`src/hdl/sbc_map.svh`:
```
/*
  Constants of the standby controller: settle select codes, reset values
  and wake latencies. Included by the package and directly by the standby module.
*/
`ifndef SBC_MAP_SVH
`define SBC_MAP_SVH
`define SBC_SETTLE_RESET    3'h4
`define SBC_SETTLE_MAX      3'h4
`define SBC_SETTLE_EXP0     5'h0C
`define SBC_SETTLE_EXP1     5'h0E
`define SBC_SETTLE_EXP2     5'h0F
`define SBC_SETTLE_EXP3     5'h10
`define SBC_SETTLE_EXP4     5'h11
`define SBC_RESET_SETTLE_EXP 5'h11
`define SBC_WAKE_VECTOR_CLKS 4'h8
`define SBC_WAKE_NEXT_CLKS   4'h2
`endif

```
`src/hdl/sbc_pkg.sv`:
```
/*
  Types of the standby controller. Assumes sbc_map.svh on the include path.
*/
package sbc_pkg;
  `include "sbc_map.svh"
  typedef enum logic [1:0] {
    SBC_RUN    = 2'b00,
    SBC_HALT   = 2'b01,
    SBC_STOP   = 2'b10,
    SBC_SETTLE = 2'b11
  } sbc_mode_type;
  typedef enum logic [1:0] {
    SBC_WAKE_NONE   = 2'b00,
    SBC_WAKE_NEXT   = 2'b01,
    SBC_WAKE_VECTOR = 2'b10,
    SBC_WAKE_RESET  = 2'b11
  } sbc_wake_type;
  typedef struct packed {
    logic requestFlag;
    logic requestBlockFlag;
    logic lowRankSelectFlag;
  } sbc_irq_type;
  typedef struct packed {
    sbc_mode_type mode;
    sbc_wake_type wake;
    logic [17:0]  count;
    logic [3:0]   latency;
    logic [2:0]   settleSel;
    logic         resetPend;
    logic         resumeP;
    sbc_wake_type resumeKind;
    logic         subClkRun;
  } sbc_state_type;
endpackage

```
`src/hdl/sbc_standby.sv`:
```
/*
  Standby controller: HALT and STOP entry, release decision and the
  oscillation settle wait. Assumes the CPU core raises one-cycle pulses
  for the halt and stop instructions, and that interrupt inputs and
  flags come from logic on sys_clk; the external reset pin is a pin.
*/
// Our own choices: the address map and the strobed register port.
// What this block does
// - Halt instruction enters HALT from either clock
// - Hold port latches and state during standby
// - Unmasked interrupt ends HALT, vector or continue
// - HALT wake latency nine vectored, three next, one reset
// - Non-maskable interrupt wakes HALT on main clock only, vectored
// - No non-maskable request on subsystem clock
// - Reset pin during HALT ends mode, resets
// - Mask, rank, accept flags choose wake action
// - Stop instruction works only on main clock
// - STOP pulls main oscillator drive pin up
// - Pending unmasked request turns STOP into settle wait, then resume
// - STOP halts main oscillator only, CPU idle
// - STOP freezes async serial port registers
// - Clocked serials run in STOP on external clock
// - Unmasked interrupt ends STOP after settle wait
// - Reset pin in STOP acts after settle wait
// - Settle select codes pick two-power waits
// - In-service rank flag reflects serviced priority
`timescale 1ns/100ps
`include "sbc_map.svh"
module sbc_standby
  import sbc_pkg::*;
#(
  parameter int NUM_IRQ = 8
) (
  input  wire logic              sys_clk,
  input  wire logic              rst,
  input  wire logic              haltExec,
  input  wire logic              stopExec,
  input  wire logic              subClkSel,
  input  wire logic              nmiReq,
  input  wire sbc_irq_type [NUM_IRQ-1:0] irqIn,
  input  wire logic              interruptAcceptFlag,
  input  wire logic              higherRankInService,
  input  wire logic              serialAExtClk,
  input  wire logic              serialBExtClk,
  input  wire logic              resetPin_n,
  input  wire logic              regWrite,
  input  wire logic              regRead,
  input  wire logic [7:0]        regAddr,
  input  wire logic [7:0]        regWdata,
  output logic [7:0]             regRdata,
  output logic                   cpuClkEn,
  output logic                   mainOscEn,
  output logic                   mainOscDrivePullUp,
  output logic                   portLatchHold,
  output logic                   asyncSerialPortEn,
  output logic                   clockedSerialAEn,
  output logic                   clockedSerialBEn,
  output logic                   clockOutputPinLow,
  output logic                   inServiceRankFlag,
  output logic                   resumePulse,
  output sbc_wake_type           resumeKind,
  output logic                   sysReset,
  output sbc_mode_type           modeOut
);
  localparam logic [7:0] ADDR_SETTLE = 8'h00;
  localparam logic [7:0] ADDR_STATUS = 8'h01;

  initial begin
    if (NUM_IRQ < 1 || NUM_IRQ > 64) begin
      $error("NUM_IRQ out of range");
    end
  end

  ////////////////////////////////////////////////////////////////////////
  function automatic logic [17:0] settleCycles(input logic [2:0] sel);
    logic [4:0] e;
    e = `SBC_SETTLE_EXP4;
    case (sel)
      3'h0: e = `SBC_SETTLE_EXP0;
      3'h1: e = `SBC_SETTLE_EXP1;
      3'h2: e = `SBC_SETTLE_EXP2;
      3'h3: e = `SBC_SETTLE_EXP3;
      default: e = `SBC_SETTLE_EXP4;
    endcase
    settleCycles = 18'(18'h00001 << e);
  endfunction

  // Decides the action for one maskable request per the flag table.
  function automatic sbc_wake_type maskAction(input sbc_irq_type r,
                                              input logic ie,
                                              input logic in_service_rank_flag);
    maskAction = SBC_WAKE_NONE;
    if (r.requestFlag && !r.requestBlockFlag) begin
      if (!r.lowRankSelectFlag) begin
        maskAction = ie ? SBC_WAKE_VECTOR : SBC_WAKE_NEXT;
      end else begin
        maskAction = (ie && in_service_rank_flag) ? SBC_WAKE_VECTOR : SBC_WAKE_NEXT;
      end
    end
  endfunction

  ////////////////////////////////////////////////////////////////////////
  logic resetMeta;
  logic resetSync;
  always_ff @(posedge sys_clk or posedge rst) begin
    if (rst) begin
      resetMeta <= 1'b0;
      resetSync <= 1'b0;
    end else begin
      resetMeta <= ~resetPin_n;
      resetSync <= resetMeta;
    end
  end

  // Rank flag: 1 unless a higher-priority interrupt is in service.
  assign inServiceRankFlag = ~higherRankInService;

  sbc_wake_type maskWake;
  logic         nmiValid;
  always_comb begin
    maskWake = SBC_WAKE_NONE;
    for (int i = 0; i < NUM_IRQ; i++) begin
      if (maskAction(irqIn[i], interruptAcceptFlag, inServiceRankFlag)
          == SBC_WAKE_VECTOR) begin
        maskWake = SBC_WAKE_VECTOR;
      end else if (maskWake == SBC_WAKE_NONE) begin
        maskWake = maskAction(irqIn[i], interruptAcceptFlag,
                              inServiceRankFlag);
      end
    end
  end
  // The non-maskable source is silent on the subsystem clock.
  assign nmiValid = nmiReq & ~subClkSel;

  ////////////////////////////////////////////////////////////////////////
  sbc_state_type s_q;
  sbc_state_type s_d;

  always_comb begin
    s_d = s_q;
    s_d.resumeP = 1'b0;
    s_d.subClkRun = subClkSel;
    if (regWrite && regAddr == ADDR_SETTLE) begin
      // Prohibited codes are refused so the wait stays defined.
      if (regWdata[2:0] <= `SBC_SETTLE_MAX) begin
        s_d.settleSel = regWdata[2:0];
      end
    end
    case (s_q.mode)
      SBC_RUN: begin
        if (s_q.latency != 4'h0) begin
          s_d.latency = s_q.latency - 4'h1;
          if (s_q.latency == 4'h1) begin
            s_d.resumeP = 1'b1;
            s_d.resumeKind = s_q.wake;
          end
        end else if (stopExec && !subClkSel) begin
          if (maskWake != SBC_WAKE_NONE) begin
            // A pending request clears STOP at once; wait then resume.
            s_d.mode = SBC_SETTLE;
            s_d.wake = maskWake;
            s_d.count = settleCycles(s_q.settleSel);
          end else begin
            s_d.mode = SBC_STOP;
          end
        end else if (haltExec) begin
          s_d.mode = SBC_HALT;
        end
      end
      SBC_HALT: begin
        if (resetSync) begin
          s_d.mode = SBC_RUN;
          s_d.wake = SBC_WAKE_RESET;
          s_d.latency = 4'h1;
        end else if (nmiValid) begin
          s_d.mode = SBC_RUN;
          s_d.wake = SBC_WAKE_VECTOR;
          s_d.latency = `SBC_WAKE_VECTOR_CLKS + 4'h1;
        end else if (maskWake != SBC_WAKE_NONE) begin
          s_d.mode = SBC_RUN;
          s_d.wake = maskWake;
          s_d.latency = (maskWake == SBC_WAKE_VECTOR) ?
                        `SBC_WAKE_VECTOR_CLKS + 4'h1 :
                        `SBC_WAKE_NEXT_CLKS + 4'h1;
        end
      end
      SBC_STOP: begin
        if (resetSync) begin
          s_d.mode = SBC_SETTLE;
          s_d.wake = SBC_WAKE_RESET;
          s_d.count = 18'(18'h00001 << `SBC_RESET_SETTLE_EXP);
        end else if (maskWake != SBC_WAKE_NONE) begin
          s_d.mode = SBC_SETTLE;
          s_d.wake = maskWake;
          s_d.count = settleCycles(s_q.settleSel);
        end
      end
      SBC_SETTLE: begin
        if (s_q.count <= 18'h00001) begin
          s_d.mode = SBC_RUN;
          s_d.count = 18'h00000;
          s_d.resumeP = 1'b1;
          s_d.resumeKind = s_q.wake;
        end else begin
          s_d.count = s_q.count - 18'h00001;
        end
      end
      default: s_d.mode = SBC_RUN;
    endcase
  end

  always_ff @(posedge sys_clk or posedge rst) begin
    if (rst) begin
      s_q <= '{mode: SBC_RUN, wake: SBC_WAKE_NONE, count: 18'h00000,
               latency: 4'h0, settleSel: `SBC_SETTLE_RESET,
               resetPend: 1'b0, resumeP: 1'b0,
               resumeKind: SBC_WAKE_NONE, subClkRun: 1'b0};
    end else begin
      s_q <= s_d;
    end
  end

  ////////////////////////////////////////////////////////////////////////
  logic stopLike;
  assign stopLike = (s_q.mode == SBC_STOP) || (s_q.mode == SBC_SETTLE);
  assign modeOut    = s_q.mode;
  assign cpuClkEn   = (s_q.mode == SBC_RUN);
  assign mainOscEn  = !stopLike;
  assign mainOscDrivePullUp = (s_q.mode == SBC_STOP);
  // Outputs only freeze; the latches themselves are never touched here.
  assign portLatchHold = (s_q.mode != SBC_RUN);
  assign asyncSerialPortEn = !stopLike;
  assign clockedSerialAEn = !stopLike || serialAExtClk;
  assign clockedSerialBEn = !stopLike || serialBExtClk;
  assign clockOutputPinLow = stopLike;
  assign resumePulse = s_q.resumeP;
  assign resumeKind  = s_q.resumeKind;
  assign sysReset    = s_q.resumeP && s_q.resumeKind == SBC_WAKE_RESET;

  always_ff @(posedge sys_clk or posedge rst) begin
    if (rst) begin
      regRdata <= 8'h00;
    end else if (regRead) begin
      case (regAddr)
        ADDR_SETTLE: regRdata <= {5'h00, s_q.settleSel};
        ADDR_STATUS: regRdata <= {3'h0, inServiceRankFlag, s_q.subClkRun,
                                  1'b0, s_q.mode};
        default:     regRdata <= 8'h00;
      endcase
    end else begin
      regRdata <= 8'h00;
    end
  end
endmodule

```
`config.mk`:
```
export PLATFORM = sky130hd
export DESIGN_NAME = sbc_standby
export DESIGN_NICKNAME = d
export VERILOG_FILES = /design/src/hdl/sbc_pkg.sv /design/src/hdl/sbc_standby.sv
export VERILOG_INCLUDE_DIRS = /design/src /design/src/hdl
export SDC_FILE = /design/constraint.sdc
export NUM_CORES = 1
export LEC_CHECK = 0
export BUFFER_PORTS_ARGS = -buffer_cell sky130_fd_sc_hd__buf_2
export CORE_MARGIN = 3
export CORE_UTILIZATION = 52
export CTS_CLUSTER_SIZE = 12
export DETAILED_ROUTE_END_ITERATION = 8
export PLACE_DENSITY = 0.8
export SKIP_CTS_REPAIR_TIMING = 1
export SYNTH_ARGS = -nofsm -noshare
export SYNTH_HDL_FRONTEND = slang
export SYNTH_SLANG_ARGS = --single-unit
```
`constraint.sdc`:
```
create_clock -name sys_clk -period 2.7 [get_ports sys_clk]
set_input_delay 0.135 -clock sys_clk [delete_from_list [all_inputs] [get_ports sys_clk]]
set_output_delay 0.135 -clock sys_clk [all_outputs]
set_load 0.01 [all_outputs]
```
==> metrics.md <==
| Metric | Value |
|---|---|
| Status | completed |
| HPWL after DPL | 4690 um |
| Worst min path class | in -> reg |
| CORE AREA | 0.00479 sq mm |
| Critical Path RT | 2.86 ns |
| ANT cells | 0 |
| IO Count | 76 |
| Final worst path period share | 87.0% |
| Most area-hungry cell type in the Yosys netlist | dfrtp_1 |
| Largest net degree at the start of global routing | 26 |
| CP Launch Type | flip-flop |
| Cells along the critical path | or4_4 -> or4_4 -> o21ai_2 -> buf_4 -> nor2_1 -> o21ai_0 -> o21ai_0 |
| Initial antenna violation count | 0 |
| Drt wl/cell | 13.8 um |
| Yosys Warn Count | 0 |
| Post-Syn Area | 0.00260 sq mm |
| Seq cells post-synth | 40 |
| Simple-gate share of the synthesized area | 25.5% |
| CP Max Fanout | 10 |
| Avg Cell Area, Syn | 8.47 sq um |
| Slowest cell on the critical path | or4_4 |
| DRC violation count after routing | 0 |
| GR Util All Layers | 21.6% |
| Pins over their slew limit | 0 |
| Critical path class | reg -> reg |
| Max VDD drop | 0.336 mV |
| Grt ovf | 0 |
| Mux share of post-synthesis cell area | 3.17% |
| Die span in x | 76.7 um |
| Critical path's top delay family | simple AND/OR/NAND/NOR gates |
| P&R area growth vs syn | 19.8% |
| P_leak | 1.42 nW |
| Placement Rows | 25 |
| Vias in the first global route | 2360 |
| Final min period | 2.35 ns |
| Synth area leaders | dfrtp_1 (38%), o21ai_0 (6.7%), nor2_1 (4.6%), ha_1 (4.3%), nand2b_1 (3.8%) |
| CP bufs+invs | 1 |
| Share of total power in the clock network | 37.7% |
| Initial Utilization | 54.4% |
| Comb power frac | 9.7% |
| RSZ-0062 raised after global routing | false |
| Max Root-Sink Buffers | 2 |
| RePlAce Congestion | 0.860 |
| Final Skew | 0.00934 ns |
| Switching share of total power | 23.2% |
| Largest family of logic cells by synthesized area | simple AND/OR/NAND/NOR gates |
| Net Sw Power | 268 uW |
| Num CTS Buffers | 5 |
| Setup TNS | 0 ns |
| Vias | 2497 |
| ANT nets after route | 0 |
| DRT Wirelength | 6140 um |
| Final setup margin | 0.350 ns |
| Async set-reset flop share out of synthesis | 100% |
| Final Hold Viols | 0 |
| Worst Setup Slack post-DPL | 0.355 ns |
| Post-synth top area share | 37.5% |
| Fmax | 425 MHz |
| XOR/XNOR Fraction of Synth Area | 0% |
| Clk root buf | clkbuf_8 |
| Vias per cell | 5.60 |
| Post-Synthesis Cells | 307 |
| Worst-Margin Slew | 0.650 ns |
| Max-cap violation count | 0 |
| Die ar. | 0.00589 sq mm |
| Fill cells | 410 |
| Die height | 76.7 um |
| Top FF cell, synth | dfrtp_1 |
| Fraction of layout cells with a size suffix above 1 | 25.3% |
| Pwr Density | 371 mW/mm^2 |
| Number of synthesized flops with an enable pin | 0 |
| H-tree levels | 2 |
| Worst-path clk slew | 0.08 ns |
| Sequential share of power | 52.6% |
| Port Buf Inserts | 67 |
| Compound-Gate Fraction of Synth Area | 21.2% |
| Cell internal pwr | 889 uW |
| Nature of the critical path endpoint | flip-flop |
| Post-synthesis sequential area ratio | 38.5% |
| Adder-cell share of the synthesized area | 4.33% |
| WP data arrival | 2.51 ns |
| Crit-path max cell delay | 0.55 ns |
| DR iter-0 viols | 135 |
| Global-route wire length before repair | 10400 um |
| Final setup viols | 0 |
| Clk_lat worst skew | 0.29 ns |
| Pre-antenna DRT Iters | 4 |
| CTS tree | built |
| Nets@finish | 440 |
| Worst slew margin | 56.7% |
| TritonCTS Sinks | 40 |
| Post-synthesis cell type count | 55 |
[registers in the layout, summed over array words and instances, names as in the netlist]
signal	count
regRdata	5
resetMeta	1
s_q	28
resetSync	1
resumeKind	2
resumePulse	1
modeOut	2
[area by class of cell]
type,count,area [sq um],area share [%]
tap,67,83.8,2.69
clock buffer,8,100,3.21
inverter,21,78.8,2.53
sequential,40,1000,32.2
multi-input combinational,231,1420,45.6
timing repair buffer,79,430,13.8
[cells in the mapped netlist, types with 2 or more instances]
master and n:
dfrtp_1 39, o21ai_0 35, nor2_1 32, inv_1 21
a21oi_1 19, nand2_1 19, nand2b_1 16, nor3_1 11
buf_4 9, ha_1 9, clkbuf_1 6, mux2i_1 6
nand3_1 6, and3_1 5, or3_1 5, a31oi_1 4
nor4_1 4, o22ai_1 4, o31ai_1 4, a311oi_1 3
and4_1 3, nand4_1 3, nor2b_1 3, a211oi_1 2
mux2_2 2, o21ai_1 2, o21bai_1 2, o32a_1 2
o32ai_1 2, o41ai_1 2, or2_2 2, or4_4 2
[through the flow]
stage,power (mW),instances,hold WS [ns],util (%),area [sq um]
floorplan,0.677,309,0.166,-,2610
global placement,0.728,436,0.243,62.6,3000
CTS,1.16,444,-0.0590,64.7,3100
global route,1.20,446,0.000846,65.1,3120
finish,1.16,446,0.00823,65.1,3120
detailed placement,0.731,436,0.259,62.6,3000
[cells in the final DEF, fill, tap and decap left out, drive strengths merged, types with 2 or more instances in the layout]
cell | Yosys | layout
nand2 | 20 | 20
nor2b | 3 | 3
or2 | 3 | 3
nand4 | 3 | 3
o31ai | 4 | 4
mux2i | 6 | 6
o41ai | 2 | 2
a211oi | 2 | 2
a311oi | 3 | 3
nand3 | 6 | 6
o32a | 2 | 2
a21oi | 19 | 19
mux2 | 2 | 2
o21ai | 38 | 38
dfrtp | 39 | 39
nor3 | 12 | 12
and4 | 3 | 3
inv | 21 | 21
and3 | 5 | 5
o32ai | 2 | 2
a31oi | 4 | 4
ha | 9 | 9
or3 | 5 | 5
nor2 | 32 | 32
clkbuf | 6 | 8
or4 | 3 | 3
o22ai | 4 | 4
buf | 11 | 77
nand2b | 16 | 16
o21bai | 2 | 2
conb | 1 | 3
nor4 | 5 | 5
dlygate4sd3 | 0 | 2
[per-layer routing]
layer	vias up	track usage, %	share of wire, %
met2	99	36.3	47
met3	9	4.11	7.0
met1	1156	28.1	44
li1	1233	-	-
met5	-	0	0
met4	0	6.52	1.1
[logic make-up (layout without fill, tap and decap cells)]
family,Yosys count,count (layout)
buf+inv,38,108
other cells,1,3
compound gates,90,90
simple gates,121,121
fa+ha+maj,9,9
mux,8,8
flops,40,40
[power groups by stage]
stage | registers (mW) | logic [mW] | clock network (mW)
CTS | 0.609 | 0.110 | 0.442
global placement | 0.621 | 0.107 | 0
finish | 0.609 | 0.112 | 0.436
detailed placement | 0.621 | 0.110 | 0
global route | 0.610 | 0.126 | 0.468
floorplan | 0.618 | 0.0593 | 0
[final timing paths]
kind	startpoint	end	slack (ns)	cells after the start
worst max-delay path	s_q[27]	s_q[15]	0.35	7
worst min-delay path	subClkSel	s_q[0]	0.008	1
worst max register to register	s_q[27]	s_q[15]	0.35	7
worst min register to register	resetMeta	resetSync	0.37	0
max in group asynchronous	rst	s_q[7]	1.53	4
min in group asynchronous	rst	s_q[16]	0.47	3
Power figures use the tool's default switching activity.
